**src/logic/anpr_cfg.svh**
```systemverilog
// Offsets, field positions, reset values and write masks of the negotiation page registers.
`ifndef ANPR_CFG_SVH
`define ANPR_CFG_SVH

`define ANPR_ADDR_W 5
`define ANPR_DATA_W 16

`define ANPR_OFF_MODE_CTRL 5'h00
`define ANPR_OFF_ADV 5'h04
`define ANPR_OFF_LP_BASE 5'h05
`define ANPR_OFF_EXPANSION 5'h06
`define ANPR_OFF_NP_TX 5'h07
`define ANPR_OFF_LP_NP_RX 5'h08

`define ANPR_BIT_RESTART 9
`define ANPR_BIT_NEXT_PAGE 15
`define ANPR_BIT_ACK 14
`define ANPR_BIT_REMOTE_FAULT 13
`define ANPR_BIT_TOGGLE 11
`define ANPR_BIT_ASYM_PAUSE 11

`define ANPR_BIT_EXP_PD_FAULT 4
`define ANPR_BIT_EXP_LP_NP_ABLE 3
`define ANPR_BIT_EXP_LOCAL_NP_ABLE 2
`define ANPR_BIT_EXP_PAGE_RX 1
`define ANPR_BIT_EXP_LP_AN_ABLE 0

`define ANPR_RST_ADV 16'h0DE1
`define ANPR_RST_NP_TX 16'h2001
`define ANPR_RST_ZERO 16'h0000

`define ANPR_WMASK_ADV 16'hBFFF
`define ANPR_WMASK_NP_TX 16'hB7FF

`endif

```
**src/logic/anpr_pkg.sv**
```systemverilog
// Types shared by the negotiation page register bank and its neighbours.
package anpr_pkg;

    // One management access as the serial port logic presents it.
    typedef struct packed {
        logic rd;
        logic wr;
        logic [4:0] addr;
        logic [15:0] wdata;
    } anpr_mgmt_req_t;

    // Events and levels from the negotiation engine.
    typedef struct packed {
        logic ability_detect_enter;
        logic page_rx;
        logic rx_is_base;
        logic [15:0] rx_word;
        logic pd_fault;
        logic neg_success;
        logic tx_exchanged;
    } anpr_eng_in_t;

    // Words handed to the negotiation engine.
    typedef struct packed {
        logic [15:0] adv_sampled;
        logic [15:0] np_tx_word;
        logic lp_ack;
        logic restart;
    } anpr_eng_out_t;

    // Whole state of the register bank.
    typedef struct packed {
        logic [15:0] adv;
        logic [15:0] adv_lat;
        logic [15:0] lp_base;
        logic [15:0] np_tx;
        logic [15:0] lp_np;
        logic exp_pd_fault;
        logic exp_page_rx;
        logic exp_lp_np_able;
        logic exp_lp_an_able;
        logic [15:0] rdata;
        logic rd_hit;
        logic restart;
    } anpr_state_t;

endpackage : anpr_pkg

```
**src/logic/anpr_page_regs.sv**
```systemverilog
// Negotiation page register bank: advertisement, partner pages, expansion flags and next-page transmit word.
`timescale 1ns/1ps
`include "anpr_cfg.svh"

// How it works
// RULE1: Advertisement bit 15 is writable, resets 0, and requests extra pages.
// RULE2: Advertisement bit 13 goes to partner and clears after successful negotiation.
// RULE3: Pause bits 11 and 10 reset to 1 and only travel to partner; the code also seeds the next-page toggle with the inverse of bit 11.
// RULE4: Advertisement bits 9 to 5 choose advertised abilities, defaults 0,1,1,1,1.
// RULE5: Chip reset restores every advertisement ability bit to its default.
// RULE6: Selector bits 4 to 0 are writable, reset to 00001; software leaves them.
// RULE7: Partner base page register captures the received base page; resets to zero.
// RULE8: Partner bit 15 shows partner extra-page request; valid after completion or page.
// RULE9: Partner bit 14 is the partner acknowledge used to sequence exchange.
// RULE10: Partner bit 13 reports partner remote fault; nothing else acts on it.
// RULE11: Expansion bit 4 latches a parallel detection fault until the register is read.
// RULE12: Expansion bit 3 shows partner extra-page ability; valid after completion or page.
// RULE13: Expansion bit 2 is fixed at 1 and ignores writes.
// RULE14: Expansion bit 1 latches each accepted partner page until the register is read.
// RULE15: Expansion bit 0 shows partner negotiation ability; bits 15 to 5 read zero.
// RULE16: Next-page transmit bit 15 marks more pages follow; resets 0.
// RULE17: Next-page transmit bit 13 marks message page; resets 1.
// RULE18: Next-page bit 12 carries comply flag untouched; bit 14 reads zero.
// RULE19: Toggle bit 11 is read-only and flips against the last exchanged word.
// RULE20: Next-page code bits 10 to 0 reset to null message, sent untouched.
// RULE21: Partner next-page register holds the latest partner extra page.
// RULE22: Advertisement is sampled at ability detection entry; later writes need restart.
// RULE23: Writing restart bit restarts negotiation at once; it self-clears, reads zero.
// RULE24: Read-clear flags clear at read completion; a same-cycle event stays latched.
module anpr_page_regs (
    input wire logic clk,
    input wire logic rst,
    input wire anpr_pkg::anpr_mgmt_req_t mgmt_req,
    output logic [15:0] mgmt_rdata,
    output logic mgmt_rd_hit,
    input wire anpr_pkg::anpr_eng_in_t eng_in,
    input wire logic an_complete,
    output anpr_pkg::anpr_eng_out_t eng_out
);

    // Reset image of the whole bank.
    localparam anpr_pkg::anpr_state_t RESET_STATE = '{
        adv: `ANPR_RST_ADV,
        adv_lat: `ANPR_RST_ADV,
        lp_base: `ANPR_RST_ZERO,
        np_tx: `ANPR_RST_NP_TX,
        lp_np: `ANPR_RST_ZERO,
        exp_pd_fault: 1'b0,
        exp_page_rx: 1'b0,
        exp_lp_np_able: 1'b0,
        exp_lp_an_able: 1'b0,
        rdata: `ANPR_RST_ZERO,
        rd_hit: 1'b0,
        restart: 1'b0
    };

    anpr_pkg::anpr_state_t state_q;
    anpr_pkg::anpr_state_t state_d;

    // Merges a write into a register, keeping read-only bits as they are.
    function automatic logic [15:0] masked_write(
        input logic [15:0] old_val,
        input logic [15:0] new_val,
        input logic [15:0] mask
    );
        masked_write = (new_val & mask) | (old_val & ~mask);
    endfunction : masked_write

    // Builds the expansion word from the flag bits.
    function automatic logic [15:0] expansion_word(
        input anpr_pkg::anpr_state_t s
    );
        logic [15:0] w;
        w = `ANPR_RST_ZERO;
        w[`ANPR_BIT_EXP_PD_FAULT] = s.exp_pd_fault;
        w[`ANPR_BIT_EXP_LP_NP_ABLE] = s.exp_lp_np_able;
        w[`ANPR_BIT_EXP_LOCAL_NP_ABLE] = 1'b1;
        w[`ANPR_BIT_EXP_PAGE_RX] = s.exp_page_rx;
        w[`ANPR_BIT_EXP_LP_AN_ABLE] = s.exp_lp_an_able;
        expansion_word = w;
    endfunction : expansion_word

    // Tells whether an address belongs to this bank for reads.
    function automatic logic read_hit(
        input logic [4:0] addr
    );
        logic hit;
        hit = 1'b0;
        if (addr == `ANPR_OFF_ADV)
        begin
            hit = 1'b1;
        end
        else if (addr == `ANPR_OFF_LP_BASE)
        begin
            hit = 1'b1;
        end
        else if (addr == `ANPR_OFF_EXPANSION)
        begin
            hit = 1'b1;
        end
        else if (addr == `ANPR_OFF_NP_TX)
        begin
            hit = 1'b1;
        end
        else if (addr == `ANPR_OFF_LP_NP_RX)
        begin
            hit = 1'b1;
        end
        read_hit = hit;
    endfunction : read_hit

    // Selects the word returned for a read; unmapped addresses give zero.
    function automatic logic [15:0] read_word(
        input anpr_pkg::anpr_state_t s,
        input logic [4:0] addr
    );
        logic [15:0] w;
        w = `ANPR_RST_ZERO;
        if (addr == `ANPR_OFF_ADV)
        begin
            w = s.adv;
        end
        else if (addr == `ANPR_OFF_LP_BASE)
        begin
            w = s.lp_base; // [RULE8] [RULE10]
        end
        else if (addr == `ANPR_OFF_EXPANSION)
        begin
            w = expansion_word(s); // [RULE13] [RULE15]
        end
        else if (addr == `ANPR_OFF_NP_TX)
        begin
            w = s.np_tx;
        end
        else if (addr == `ANPR_OFF_LP_NP_RX)
        begin
            w = s.lp_np;
        end
        read_word = w;
    endfunction : read_word

    // Next-state logic for every register of the bank.
    always_comb
    begin
        state_d = state_q;
        state_d.restart = 1'b0;
        state_d.rd_hit = 1'b0;

        // Software writes; read-only fields are protected by the masks.
        if (mgmt_req.wr)
        begin
            if (mgmt_req.addr == `ANPR_OFF_ADV)
            begin
                // Pause, ability, selector and request bits are plain storage; the fault bit also clears on a successful negotiation.
                state_d.adv = masked_write(state_q.adv, mgmt_req.wdata, `ANPR_WMASK_ADV); // [RULE1] [RULE3] [RULE4] [RULE6]
            end
            else if (mgmt_req.addr == `ANPR_OFF_NP_TX)
            begin
                // Toggle and reserved bit 14 stay out of reach of software.
                state_d.np_tx = masked_write(state_q.np_tx, mgmt_req.wdata, `ANPR_WMASK_NP_TX); // [RULE16] [RULE17] [RULE18] [RULE20]
            end
            else if (mgmt_req.addr == `ANPR_OFF_MODE_CTRL)
            begin
                // Restart is a one-cycle registered pulse that no read returns, so it reads as zero.
                state_d.restart = mgmt_req.wdata[`ANPR_BIT_RESTART]; // [RULE23]
            end
        end

        // A successful negotiation drops the transmitted remote fault request.
        if (eng_in.neg_success)
        begin
            state_d.adv[`ANPR_BIT_REMOTE_FAULT] = 1'b0; // [RULE2]
        end

        // The engine works from a copy taken when ability detection begins.
        if (eng_in.ability_detect_enter)
        begin
            state_d.adv_lat = state_q.adv; // [RULE22]
            state_d.np_tx[`ANPR_BIT_TOGGLE] = ~state_q.adv[`ANPR_BIT_ASYM_PAUSE]; // [RULE19]
        end

        // Each exchanged word flips the toggle for the next one.
        if (eng_in.tx_exchanged)
        begin
            state_d.np_tx[`ANPR_BIT_TOGGLE] = ~state_q.np_tx[`ANPR_BIT_TOGGLE]; // [RULE19]
        end

        // Received partner pages land in the base or next-page register.
        if (eng_in.page_rx)
        begin
            if (eng_in.rx_is_base)
            begin
                state_d.lp_base = eng_in.rx_word; // [RULE7] [RULE9]
                state_d.exp_lp_np_able = eng_in.rx_word[`ANPR_BIT_NEXT_PAGE]; // [RULE12]
                state_d.exp_lp_an_able = 1'b1; // [RULE15]
            end
            else
            begin
                state_d.lp_np = eng_in.rx_word; // [RULE21]
            end
        end

        // A read returns the word; an expansion read clears the sticky flags at its completion.
        if (mgmt_req.rd)
        begin
            state_d.rdata = read_word(state_q, mgmt_req.addr);
            state_d.rd_hit = read_hit(mgmt_req.addr);
            if (mgmt_req.addr == `ANPR_OFF_EXPANSION)
            begin
                state_d.exp_pd_fault = 1'b0; // [RULE24]
                state_d.exp_page_rx = 1'b0; // [RULE24]
            end
        end

        // Events are applied last so that they win over a clearing read.
        if (eng_in.pd_fault)
        begin
            state_d.exp_pd_fault = 1'b1; // [RULE11] [RULE24]
        end
        if (eng_in.page_rx)
        begin
            state_d.exp_page_rx = 1'b1; // [RULE14] [RULE24]
        end
    end

    // Registers the bank; reset restores all defaults.
    always_ff @(posedge clk or posedge rst)
    begin
        if (rst)
        begin
            state_q <= RESET_STATE; // [RULE5]
        end
        else
        begin
            state_q <= state_d;
        end
    end

    // Outputs straight from the state.
    assign mgmt_rdata = state_q.rdata;
    assign mgmt_rd_hit = state_q.rd_hit;
    assign eng_out.adv_sampled = state_q.adv_lat; // [RULE22]
    assign eng_out.np_tx_word = state_q.np_tx; // [RULE20]
    assign eng_out.lp_ack = state_q.lp_base[`ANPR_BIT_ACK]; // [RULE9]
    assign eng_out.restart = state_q.restart; // [RULE23]

    // The completion level qualifies nothing and is not stored; it is only tied off here.
    logic unused_complete;
    assign unused_complete = an_complete;

endmodule : anpr_page_regs

```
**config.mk**
```make
export PLATFORM = sky130hd
export DESIGN_NAME = anpr_page_regs
export DESIGN_NICKNAME = d
export VERILOG_FILES = /design/src/logic/anpr_pkg.sv /design/src/logic/anpr_page_regs.sv
export VERILOG_INCLUDE_DIRS = /design/src /design/src/logic
export SDC_FILE = /design/constraint.sdc
export NUM_CORES = 1
export LEC_CHECK = 0
export BUFFER_PORTS_ARGS = -buffer_cell sky130_fd_sc_hd__clkbuf_2
export CAP_MARGIN = 10
export CORE_ASPECT_RATIO = 1.2
export CORE_MARGIN = 3
export CORE_UTILIZATION = 55
export CTS_CLUSTER_SIZE = 8
export DETAILED_ROUTE_END_ITERATION = 10
export MAX_ROUTING_LAYER = met4
export PLACE_DENSITY = 0.88
export SLEW_MARGIN = 20
export SYNTH_ARGS = -nofsm -noshare
export SYNTH_HDL_FRONTEND = slang
export SYNTH_SLANG_ARGS = --single-unit
```
**constraint.sdc**
```tcl
create_clock -name clk -period 3.96 [get_ports clk]
set_input_delay 0.594 -clock clk [delete_from_list [all_inputs] [get_ports clk]]
set_output_delay 0.594 -clock clk [all_outputs]
set_load 0.1 [all_outputs]
```
==> results, run 1 <==
- The run finished with clean final reports.
- The source of the critical timing path is mgmt_req[18].
- Adding up every negative setup slack in the final design gives 0 ns.
- Across the run, the number of max-cap violations was 0.
- The required time at the worst-slack endpoint is 4.21 ns.
- In the layout the commonest cells are sky130_fd_sc_hd__clkbuf_2 (94), sky130_fd_sc_hd__dfrtp_1 (82), sky130_fd_sc_hd__mux2_2 (51), sky130_fd_sc_hd__mux2_1 (23), sky130_fd_sc_hd__dfstp_2 (16).
- The congestion estimate from routability-driven global placement came to about 0.84.
- The initialized floorplan defines 36 standard-cell rows.
- The number of antenna diodes in the final layout is 0.
- The most common cell after layout, fill and taps aside is sky130_fd_sc_hd__clkbuf_2.
- The per-instance average area after synthesis is about 12 um^2.
- Entering global routing, the biggest net connects 54 pins.
- Using the TritonRoute via totals, the vias-per-cell ratio works out to about 5.7.
- The vertical die dimension is about 110 um.
- The clock-pin slew on the worst setup and hold paths is roughly 0.09 ns.
- The global-route usage over all layers is 0.214.
- Of the total power, the share spent switching nets is 0.416.
- For this block, the via count after detailed routing is 3056.
- The max-slew violation count is 0.
- The count of unresolved DRC violations after routing is 0.
- Setup repair after global routing left no endpoint under its margin.
- The number of DRC violations after detailed-routing iteration 0 is ~200.
- The number of setup buffers added after CTS is 0.
- The width of the die is roughly 90 um.
- The count of nets left with antenna violations once routing finished came out at 0.
- The worst ir drop on vdd is 0.278 mV.
- After layout, the minimum clock period comes to approximately 2.3 ns.
- The count of non-filler cells in the finished layout is between 500 and 600.
- The I/O pin count is between 90 and 100.
- The hold violation count in the final report came to 0.
- The share of synthesized cell area in and, or, nand and nor gates is 0.0779.
- After clock tree synthesis, the repair step resized 0 gates.
- Dividing total power by cell area gives a power density of between 500 and 600 nW/um^2.
- The main flop type after synthesis is sky130_fd_sc_hd__dfrtp_1.
- For this run, the register share of the synthesized area comes to 0.526.
- The number of placed instances, taps included, is roughly 520.
- The largest family of logic cells by synthesized area is multiplexers.
- The kind of start point of the critical path is an input pin.
- The cell area that synthesis handed to floorplanning was ~4700 um^2.
- The static power due to leakage is roughly 0.0024 uW.
- The endpoint arrival time on the critical path is 2.52 ns.
- The critical path start-end classification is input pin to flop.
- The post-route worst setup slack is ~1.7 ns.
- The post-placement cell area is 4860 um^2.
- The clock drives 98 sinks.
- The relative area change from synthesis to final layout is 7.53%.
- The first-pass iteration count of the detailed router is 4.
- The portion of synthesized area spent on multiplexers is 0.179.
- The worst slew margin relative to its limit is 0.389.
- In this run the deepest clock path goes through 2 buffers.
- Of the total synthesized cell area, the portion taken by full adders, half adders and majority gates is 0.
- The latest clock arrival within the worst-skew pair is approximately 0.38 ns.
- The analysis attributes to net switching a power of around 1200 uW.
- The wire-length estimate of the detail-placed layout is about 7.1 mm.
- The worst-case clock skew is 0.0167 ns.
- The slew at the pin closest to its max-slew limit is between 0.9 and 1 ns.
- In this run, distinct cell masters in the synthesized netlist total between 40 and 50.
- The area of all placed cells without fillers is a little over 5000 um^2.
- The share of the synthesized area in compound gates (AO/OA/AOI/OAI) came to 0.100.
- Cell internal power was estimated by the tool at 1680 uW.
- The initial antenna violation count is 0.
- The worst reg2reg path startpoint is eng_out[4]$_DFFE_PP0P_.
- TritonCTS built the clock tree.
- Once layout is complete, the utilization of the core stands at 0.614.
- The total of buffers placed on input and output ports is between 90 and 100.
- In this run, synthesis inferred 0 flip-flops with an integrated enable.
- The clock buffer count from CTS is 9.
- The fraction of synthesized cell area in xor and xnor cells is 0.
- After detailed routing, the average wire length per cell comes to 18.0 um.
- In the final layout, the share of cells above drive strength 1 is 0.450.
- The core region is 8240 um^2.
- The cell at the root of the clock tree is sky130_fd_sc_hd__clkbuf_8.
- The total overflow reported by the global router is 0.
- Of the total power, registers draw 0.444.
- The full die area is between 9000 and 10000 um^2.
- The setup slack at placement is about 1.3 ns.
- The H-tree was split into 3 levels.
- Dividing the final minimum period by the clock period gives 0.572.
- The type of the tightest min-delay check is input pin to async pin.
- The worst setup path is captured at a flop.
- The combinational share of power is 0.331.
- The synthesis-stage register bit count is 98.
- The worst-case register-to-register setup slack is 2.51 ns.
- Along the worst path, the maximum fanout reaches 14.
- The first global-routing pass estimated roughly 16 mm of wire.
- Yosys printed 0 warnings.
- The number of hold buffers added after CTS was 0.
- The total number of nets in the final design is about 470.
- Static timing analysis puts the maximum clock frequency at about 440 MHz.
- After technology mapping, the gate count stands at about 380.
- The starting utilization of the core area is 0.571.
- After synthesis, the share of flip-flops with an asynchronous set or reset is 1.00.
- The share of total power dissipated in the clock network is 0.225.
- The via count of the first global-routing pass is just over 3000.
- The final layout contains routed wiring with a total length of approximately 9.7 mm.
- Setup violations remaining at the end of the flow were counted as 0.
-- synth_stat cells, drive strengths merged (2+ instances only) --
| library cell | n | share of area |
|---|---|---|
| nand2b | 3 | 0.0040 |
| nand3 | 7 | 0.0085 |
| a21o | 2 | 0.0032 |
| clkbuf | 6 | 0.0048 |
| nor2b | 8 | 0.012 |
| a221oi | 2 | 0.0037 |
| o21ai | 7 | 0.0074 |
| nor3b | 2 | 0.0043 |
| a31oi | 4 | 0.0053 |
| dfstp | 16 | 0.089 |
| nor4bb | 8 | 0.017 |
| o22ai | 11 | 0.015 |
| nand2 | 7 | 0.0061 |
| mux2 | 74 | 0.18 |
| nor2 | 6 | 0.0053 |
| and2 | 6 | 0.0080 |
| inv | 10 | 0.0080 |
| o221ai | 5 | 0.011 |
| a21oi | 14 | 0.016 |
| a22oi | 11 | 0.018 |
| buf | 68 | 0.10 |
| a211o | 9 | 0.017 |
| a32oi | 2 | 0.0037 |
| dfrtp | 82 | 0.44 |
-- stage by stage --
stage                     hold WS [ns]  power (uW)
after floorplan                  0.435        2190
after global placement           0.455        2230
after detailed placement         0.458        2250
final                            0.368        2880
after global routing             0.376        2990
after CTS                        0.372        2900
-- worst max-delay path, stage by stage --
cell and delay, ns:
sky130_fd_sc_hd__clkbuf_2 0.25, sky130_fd_sc_hd__nor2b_2 0.19, sky130_fd_sc_hd__buf_4 0.20, sky130_fd_sc_hd__and3_1 0.48, sky130_fd_sc_hd__nand2_2 0.37, sky130_fd_sc_hd__mux2_1 0.42
-- sequential cells by signal (all words and copies together), names as in the netlist --
name and flops:
eng_out 32, mgmt_rdata 16, mgmt_rd_hit 1, state_q 49
-- cells by family (layout without fill, tap and decap cells) --
| logic type | after synthesis | in the layout |
|---|---|---|
| AOI/OAI and AO/OA | 68 | 68 |
| buffers and inverters | 84 | 126 |
| DFF | 98 | 98 |
| muxes | 75 | 75 |
| other | 1 | 2 |
| and+or+nand+nor | 55 | 55 |
-- power by group through the flow --
stage                     registers [uW]  logic (uW)  clock network [uW]
after detailed placement            1300         957                   0
final                               1280         955                 648
after global placement              1290         940                   0
after floorplan                     1260         929                   0
after CTS                           1280         959                 662
after global routing                1300         991                 699
-- path summary, 6_finish.rpt --
path / end / cells past startpoint
worst max-delay path: eng_out[5]$_DFFE_PP0P_ / 6
worst min-delay path: eng_out[9]$_DFFE_PP0P_ / 2
worst max register to register: mgmt_rdata[2]$_DFFE_PP0P_ / 4
worst min register to register: eng_out[29]$_DFFE_PP1P_ / 2
max in group asynchronous: eng_out[2]$_DFFE_PP1P_ / 3
min in group clk: state_q[99]$_DFFE_PP0P_ / 2
-- cell type report --
cell class                 instances  area, um^2
fill                             636        3180
sequential                        98        2470
multi-input combinational        200        1690
timing repair buffer             100         515
tap                              114         143
clock buffer                      10         128
clock inverter                     6        72.6
inverter                          10        38.8
-- routing by layer --
layer | GRT usage | share of wire | routed length, um
met1 | 0.269 | 0.43 | 4170
met2 | 0.342 | 0.49 | 4760
met3 | 0.0420 | 0.055 | 535
met4 | 0.0941 | 0.024 | 237
met5 | - | 0 | 0
No activity file was read; power rests on OpenSTA's default activity.
==> run 2: changes to the inputs <==
- CORE_UTILIZATION: 55 -> 49
- PLACE_DENSITY: 0.88 -> 0.84
- clock period: 3.96 -> 1.96 ns (I/O delays scaled with it)
==> run 2 against run 1 <==
Net effect:
- clock power grew 100%
- worst setup slack worse by 1.4 ns
- global-route usage down 1.3 points
- critical path type is now flop to primary output
- critical endpoint is now eng_out[15]
- largest power group unchanged
==> results, run 2 (synthesized netlist as in run 1, its figures left out) <==
- The final RePlAce weighted congestion is 0.857 (+2.3%).
- Leaving out fill and tap cells, the most frequent cells in the layout are sky130_fd_sc_hd__clkbuf_2 (94), sky130_fd_sc_hd__dfrtp_1 (82), sky130_fd_sc_hd__mux2_2 (51), sky130_fd_sc_hd__mux2_1 (23), sky130_fd_sc_hd__dfstp_2 (16).
- The number of gates given a new drive strength after cts is 0 (unchanged).
- The run finished with clean final reports.
- The critical path in this run is classified as flop to primary output.
- The total number of nets in the final design was 473 (+1.3%).
- The worst setup path is launched from a flop.
- The I/O pin count came to 99 (unchanged).
- The total number of clock tree sinks came to 98 (unchanged).
- The maximum level of the CTS H-tree is 3 (unchanged).
- The wire length per cell was 18.0 um (-0.22%).
- The register name with the most flops is state_q.
- The worst ir drop on vdd is 0.453 mV (+63%).
- Leaving out fill and tap cells, the most frequent cell in the layout is sky130_fd_sc_hd__clkbuf_2.
- The latest clock arrival within the worst-skew pair came to 0.37 ns (about the same).
- The internal power of the cells is 3430 uW (+100%).
- The wire length of the first global-routing pass came to 16.0 mm (+3.2%).
- The type of the tightest min-delay check is input pin to async pin.
- The average via count per standard cell was 5.54 (-2.5%).
- The areal power density over the cells is 1140 nW/um^2 (+100%).
- The count of buffer and inverter cells on the critical path is 1 (-1).
- The hold-fix buffer count after cts is 0 (unchanged).
- The switching power was 2410 uW (+100%).
- The starting utilization of the core area came to 0.513 (-0.0581).
- The vertical die dimension is 113 um (+5.6%).
- The clock-pin slew on the worst setup and hold paths is 0.09 ns (about the same).
- The hold violation count in the final report is 0 (unchanged).
- The cell at the root of the clock tree is sky130_fd_sc_hd__clkbuf_8.
- The total overflow reported by the global router is 0 (unchanged).
- The critical path's largest stage delay was 0.55 ns (+0.07 ns).
- The critical path goes through clkbuf_2.
- The endpoint arrival time on the critical path was 1.40 ns (-1.12 ns).
- The worst slew margin relative to its limit is 0.614 (+0.225).
- The total of buffers placed on input and output ports is 94 (unchanged).
- The max-slew violation count was 0 (unchanged).
- The width of the die is 95.4 um (+5.6%).
- Setup repair after global routing left no endpoint under its margin.
- The number of flip-flops in the largest register was 49 (unchanged).
- The total via count after detailed routing is 3046 (-0.33%).
- The final critical-path share of the clock period is 0.865.
- The slew at the pin closest to its max-slew limit is 0.581 ns (-0.334 ns).
- The upper clock frequency limit is a little under 600 MHz.
- The global-route usage over all layers was 0.202 (-0.0126).
- The number of buffers between clock root and the deepest sink came to 2 (unchanged).
- The clock buffer count from CTS is 9 (unchanged).
- The number of DRC violations after detailed-routing iteration 0 is 172 (-13%).
- The post-layout total power came to 5840 uW (+100%).
- The relative area change from synthesis to final layout is 9.02%.
- The core area is 9180 um^2 (+11%).
- In this run the worst setup path begins at eng_out[15]$_DFFE_PP1P_.
- The required time at the worst-slack endpoint was 1.67 ns (-2.54 ns).
- The share of cells above drive strength 1 is 0.460 (+0.00999).
- The antenna violation net count after detailed routing is 0 (unchanged).
- The diode insertion count for antenna repair was 0 (unchanged).
- The clock share of power came to 0.225 (about the same).
- The routed wire length is 9.90 mm (+2.0%).
- The setup slack at placement came to 0.172 ns (-1.16 ns).
- The combinational share of power was 0.332 (about the same).
- The full die area is 10800 um^2 (+11%).
- TritonCTS built the clock tree.
- The category of cells accounting for the largest share of critical-path delay is flip-flops.
- The total half-perimeter wirelength after legalization and detailed placement is 7.22 mm (+2.0%).
- The worst-case clock skew is 0.00567 ns (-0.0110 ns).
- The via count of the first global-routing pass is 3153 (+3.1%).
- The post-CTS setup-driven buffer insertion count came to 0 (unchanged).
- The count of maximum capacitance violations was 0 (unchanged).
- The worst-path cell with the longest stage delay is sky130_fd_sc_hd__dfstp_2.
- The count of unresolved DRC violations after routing is 0 (unchanged).
- The number of fillers in the final layout is 771 (+21%).
- The maximum number of pins on one net before global-route repair is 99 (+83%).
- Counting I/O delays and the setup requirement, the final critical path takes ~1.7 ns.
- The number of placement rows is 38 (+5.6%).
- The endpoint type of the worst setup path is a primary output.
- The first-pass iteration count of the detailed router is 4 (unchanged).
- The sequential fraction of design power was 0.443 (about the same).
- The worst reg2reg path startpoint is eng_out[4]$_DFFE_PP0P_.
- The initial antenna violation count is 0 (unchanged).
- The final setup violation count is 0 (unchanged).
- The post-route worst setup slack is 0.264 ns (-1.43 ns).
- The fraction of power spent switching nets came to 0.413 (-0.00296).
- The utilization of the core after routing is 0.559 (-0.0548).
- The setup TNS came to 0 ns (unchanged).
- The maximum fanout encountered on the critical timing path is 3 (-11).
- The static power due to leakage is 0.00238 uW (+1.4%).
==> run 2: cell types whose count changed in the layout (fill, tap and decap cells not counted), sizes merged <==
cell      change
buf           +6
clkinv        +1
clkinvlp      +1
inv           -2
==> run 2: layer usage <==
metal | vias up | track usage | wire length (um)
li1 | 1407 | - | -
met1 | 1511 | 0.266 | 4290
met2 | 110 | 0.298 | 4770
met3 | 18 | 0.0346 | 571
met4 | 0 | 0.104 | 269
met5 | - | - | 0
==> run 2: path summary, 6_finish.rpt <==
path / end / slack (ns) / cells past startpoint
max in group asynchronous: eng_out[25]$_DFFE_PP1P_ / 1.52 / 3
worst max register to register: mgmt_rdata[2]$_DFFE_PP0P_ / 0.53 / 4
min in group clk: state_q[99]$_DFFE_PP0P_ / 0.10 / 2
worst min register to register: eng_out[29]$_DFFE_PP1P_ / 0.48 / 2
worst min-delay path: eng_out[19]$_DFFE_PP0P_ / 0.02 / 3
worst max-delay path: eng_out[15] / 0.26 / 1
==> run 2: cell type report <==
type | instances | area, um^2 | share of cell area
flip-flops and latches | 98 | 2470 | 0.482
multi-input cells | 200 | 1690 | 0.329
repair buffers | 106 | 573 | 0.112
well taps | 120 | 150 | 0.0293
clock buffers | 10 | 138 | 0.0268
clock inverters | 6 | 65.1 | 0.0127
inverters | 10 | 41.3 | 0.00805
==> run 2: stage by stage <==
step / hold WS, ns / instances / area (um^2)
final: 0.0247 / 550 / 5130
after CTS: 0.0629 / 550 / 5130
after floorplan: 0.357 / 382 / 4710
after global routing: 0.0604 / 550 / 5130
after global placement: 0.454 / 534 / 4930
after detailed placement: 0.465 / 534 / 4930
==> run 2: power by group through the flow <==
stage               Clock, uW  Combinational (uW)  Sequential, uW
floorplan                   0                1880            2550
global placement            0                1910            2600
detailed placement          0                1950            2620
CTS                      1350                1950            2580
global route             1440                2020            2620
finish                   1310                1940            2590
==> run 3: changes to the inputs <==
- ABC_AREA: default -> 1
- CORE_UTILIZATION: 49 -> 50
- PLACE_DENSITY: 0.84 -> 0.85
==> run 3 against run 2 <==
Net effect:
- worst setup slack hardly changed
- sequential share of layout area decreased by 0.47 points
- die area up 0.16%
- cell area up 0.98%
- via count increased by 22%
- utilization rose by 0.25 points
- critical path depth stayed put
- area after synthesis grew 2.2%
- count of clock-buffer cells in the layout increased by 3
- routed wire length up 4.9%
- total power is 7.8% lower
- critical path type unchanged
- largest cell class unchanged
==> results, run 3 <==
- The areal power density over the cells was 1040 nW/um^2 (-8.7%).
- The via count of the first global-routing pass is 3670 (+16%).
- The worst-path cell with the longest stage delay is sky130_fd_sc_hd__dfstp_2.
- The instance count of the mapped netlist was 561 (+47%).
- The utilization of the core after routing is 0.561 (+0.00255).
- The first-pass iteration count of the detailed router is 5 (+1).
- The relative area change from synthesis to final layout is 7.70%.
- The share of cells above drive strength 1 came to 0.274 (-0.187).
- The worst setup path is captured at a primary output.
- The library cell used most frequently in the layout, excluding fill and tap cells, is sky130_fd_sc_hd__nand2_1.
- The max-slew violation count came to 0 (unchanged).
- The biggest area contributor in the post-synthesis netlist is sky130_fd_sc_hd__dfrtp_1.
- The total number of nets in the final design is 649 (+37%).
- The cell at the root of the clock tree is sky130_fd_sc_hd__clkbuf_8.
- The vertical die dimension came to 113 um (about the same).
- The maximum number of pins on one net before global-route repair is 99 (unchanged).
- The number of DRC violations after detailed-routing iteration 0 was 224 (+30%).
- The post-CTS setup-driven buffer insertion count is 0 (unchanged).
- The I/O pin count is 99 (unchanged).
- The post-layout total power is 5380 uW (-7.8%).
- The antenna violation net count after detailed routing is 0 (unchanged).
- The count of buffer and inverter cells on the critical path is 1 (unchanged).
- The total via count after detailed routing is 3717 (+22%).
- The routed wire length was 10.4 mm (+4.9%).
- The per-instance average area after synthesis is 8.57 um^2 (-31%).
- The clock buffer count from CTS is 9 (unchanged).
- The endpoint arrival time on the critical path is 1.40 ns (about the same).
- The number of placement rows is 38 (unchanged).
- The share of the synthesized area in the top cell type came to 0.427 (-0.00942).
- The worst ir drop on vdd is 0.388 mV (-14%).
- By startpoint and endpoint, the worst setup path is classified as flop to primary output.
- The worst-case clock skew is 0.00932 ns (+0.00366 ns).
- The number of gates given a new drive strength after cts was 0 (unchanged).
- The upper clock frequency limit was 589 MHz (about the same).
- The global-route usage over all layers is 0.211 (+0.00977).
- The count of maximum capacitance violations was 0 (unchanged).
- The count of non-filler cells in the finished layout is 726 (+32%).
- The combinational share of power is 0.309 (-0.023).
- The slew at the pin closest to its max-slew limit is 0.570 ns (-0.0108 ns).
- The diode insertion count for antenna repair is 0 (unchanged).
- The starting utilization of the core area is 0.521 (+0.00862).
- The count of cell types in the netlist is 30 (-35%).
- The clock share of power is 0.220 (-0.005).
- The yosys synthesis warning count is 0 (unchanged).
- The average via count per standard cell is 5.12 (-7.6%).
- The hold violation count in the final report is 0 (unchanged).
- The clock-pin slew on the worst setup and hold paths is 0.08 ns (about the same).
- The wire length of the first global-routing pass is 17.4 mm (+8.7%).
- The final RePlAce weighted congestion is 0.980 (+14%).
- The synthesis-stage register bit count came to 98 (unchanged).
- The category of cells accounting for the largest share of critical-path delay is flip-flops.
- The minimum clock period after layout was 1.70 ns (+0.000260 ns).
- The total half-perimeter wirelength after legalization and detailed placement is 7.84 mm (+8.7%).
- Setup repair after global routing left no endpoint under its margin.
- The final critical-path share of the clock period is 0.866 (about the same).
- The sequential fraction of design power was 0.471 (+0.028).
- Traced cell by cell, the critical path runs through clkbuf_2.
- The maximum level of the CTS H-tree is 3 (unchanged).
- The number of flip-flops in the largest register came to 49 (unchanged).
- The final setup violation count is 0 (unchanged).
- The count of unresolved DRC violations after routing is 0 (unchanged).
- The total overflow reported by the global router is 0 (unchanged).
- The maximum fanout encountered on the critical timing path is 3 (unchanged).
- The clock tree from TritonCTS is built.
- The type of the tightest min-delay check is input pin to async pin.
- The latest clock arrival within the worst-skew pair is 0.37 ns (about the same).
- The worst reg2reg path startpoint is state_q[86]$_DFFE_PP1P_.
- The critical path's largest stage delay is 0.57 ns (+0.02 ns).
- The switching power is 2240 uW (-7.3%).
- The flow ran to the end, and the final reports show no timing, DRC or antenna violations.
- The static power due to leakage is 0.00277 uW (+16%).
- The required time at the worst-slack endpoint was 1.67 ns (about the same).
- The number of cells after detailed placement came to 710 (+33%).
- The width of the die is 95.5 um (about the same).
- The register with the most flip-flops in the final layout is state_q.
- The library cells used most frequently in the layout, excluding fill and tap cells, are sky130_fd_sc_hd__nand2_1 (174), sky130_fd_sc_hd__clkbuf_2 (94), sky130_fd_sc_hd__dfrtp_1 (82), sky130_fd_sc_hd__inv_1 (49), sky130_fd_sc_hd__o21ai_0 (42).
- By area the synthesized netlist is led by sky130_fd_sc_hd__dfrtp_1 (43%), sky130_fd_sc_hd__nand2_1 (14%), sky130_fd_sc_hd__dfstp_2 (8.7%), sky130_fd_sc_hd__buf_4 (8.1%), sky130_fd_sc_hd__o21ai_0 (4.4%).
- The commonest cells after synthesis are sky130_fd_sc_hd__nand2_1 (174), sky130_fd_sc_hd__dfrtp_1 (82), sky130_fd_sc_hd__buf_4 (52).
- The internal power of the cells is 3140 uW (-8.2%).
- The worst slew margin relative to its limit is 0.621 (+0.00720).
- The total number of clock tree sinks is 98 (unchanged).
- The full die area is 10800 um^2 (+0.16%).
- By instance count, the leading cell after synthesis is sky130_fd_sc_hd__nand2_1.
- The worst setup path is launched from a flop.
- The sequential area share after synthesis is 0.514 (-0.0114).
- The summed instance area of the synthesized netlist is 4810 um^2 (+2.2%).
- The number of flops mapped to enable cells by yosys is 0 (unchanged).
- The number of buffers between clock root and the deepest sink came to 2 (unchanged).
- The wire length per cell is 14.3 um (-21%).
- The initial antenna violation count is 0 (unchanged).
- The setup TNS is 0 ns (unchanged).
- The hold-fix buffer count after cts was 0 (unchanged).
- The core area came to 9220 um^2 (+0.52%).
- The fraction of power spent switching nets is 0.416 (+0.00248).
- The most used flip-flop cell after synthesis is sky130_fd_sc_hd__dfrtp_1.
- The async set or reset register ratio after synthesis is 1.00 (unchanged).
- In this run the worst setup path begins at eng_out[2]$_DFFE_PP1P_.
- The total of buffers placed on input and output ports was 94 (unchanged).
## run 3: cell count changes after synthesis, moves of 22 or more
cell | before | now
sky130_fd_sc_hd__nand2_1 | 6 | 174
sky130_fd_sc_hd__mux2_2 | 51 | 0
sky130_fd_sc_hd__inv_1 | 10 | 50
sky130_fd_sc_hd__o21ai_0 | 2 | 42
sky130_fd_sc_hd__mux2_1 | 23 | 0
sky130_fd_sc_hd__nand4_1 | 0 | 22
## run 3: worst paths after layout
path                       slack (ns)                        end  depth (start not counted)
max in group asynchronous        1.50    state_q[91]$_DFFE_PP1P_                          3
max reg2reg                      0.98  mgmt_rdata[0]$_DFFE_PP0P_                          4
min reg2reg                      0.47    eng_out[26]$_DFFE_PP1P_                          2
min                              0.03    state_q[88]$_DFFE_PP0P_                          3
min in group clk                 0.08    state_q[99]$_DFFE_PP0P_                          2
max                              0.26                 eng_out[2]                          1
## run 3: through the flow
step,hold WS (ns),cell area (um^2),worst slack (ns)
2_1_floorplan,0.357,4820,0.517
3_3_place_gp,0.453,5000,0.256
3_5_place_dp,0.453,5000,0.217
4_1_cts,0.0655,5180,0.244
5_1_grt,0.0702,5180,0.223
6_report,0.0287,5180,0.264
## run 3: area by class of cell
type,instances,area [um^2]
timing repair buffer,105,566
clock buffer,13,159
sequential,98,2470
fill,811,4050
multi-input combinational,336,1620
tap,120,150
clock inverter,3,15.0
inverter,51,195
## run 3: power groups by stage
stage	sequential, uW	clock (uW)	combinational, uW
2_1_floorplan	2490	0	1590
3_3_place_gp	2550	0	1640
3_5_place_dp	2560	0	1670
4_1_cts	2530	1200	1680
5_1_grt	2570	1300	1770
6_report	2540	1180	1660
## run 3: cells by family (layout without fill, tap and decap cells)
family,count (synthesis),after routing,synth area share
other,1,2,0.000780
flip-flops,98,98,0.514
buffers and inverters,128,172,0.149
AO/OA/AOI/OAI,87,87,0.112
multiplexers,1,1,0.00208
AND/OR/NAND/NOR,246,246,0.222
## run 3: routing by layer
layer	vias to the layer above	GRT usage	wire length (um)
li1	1825	-	-
met1	1721	0.277	4580
met2	133	0.310	4760
met3	38	0.0468	638
met4	0	0.105	410
met5	-	-	0
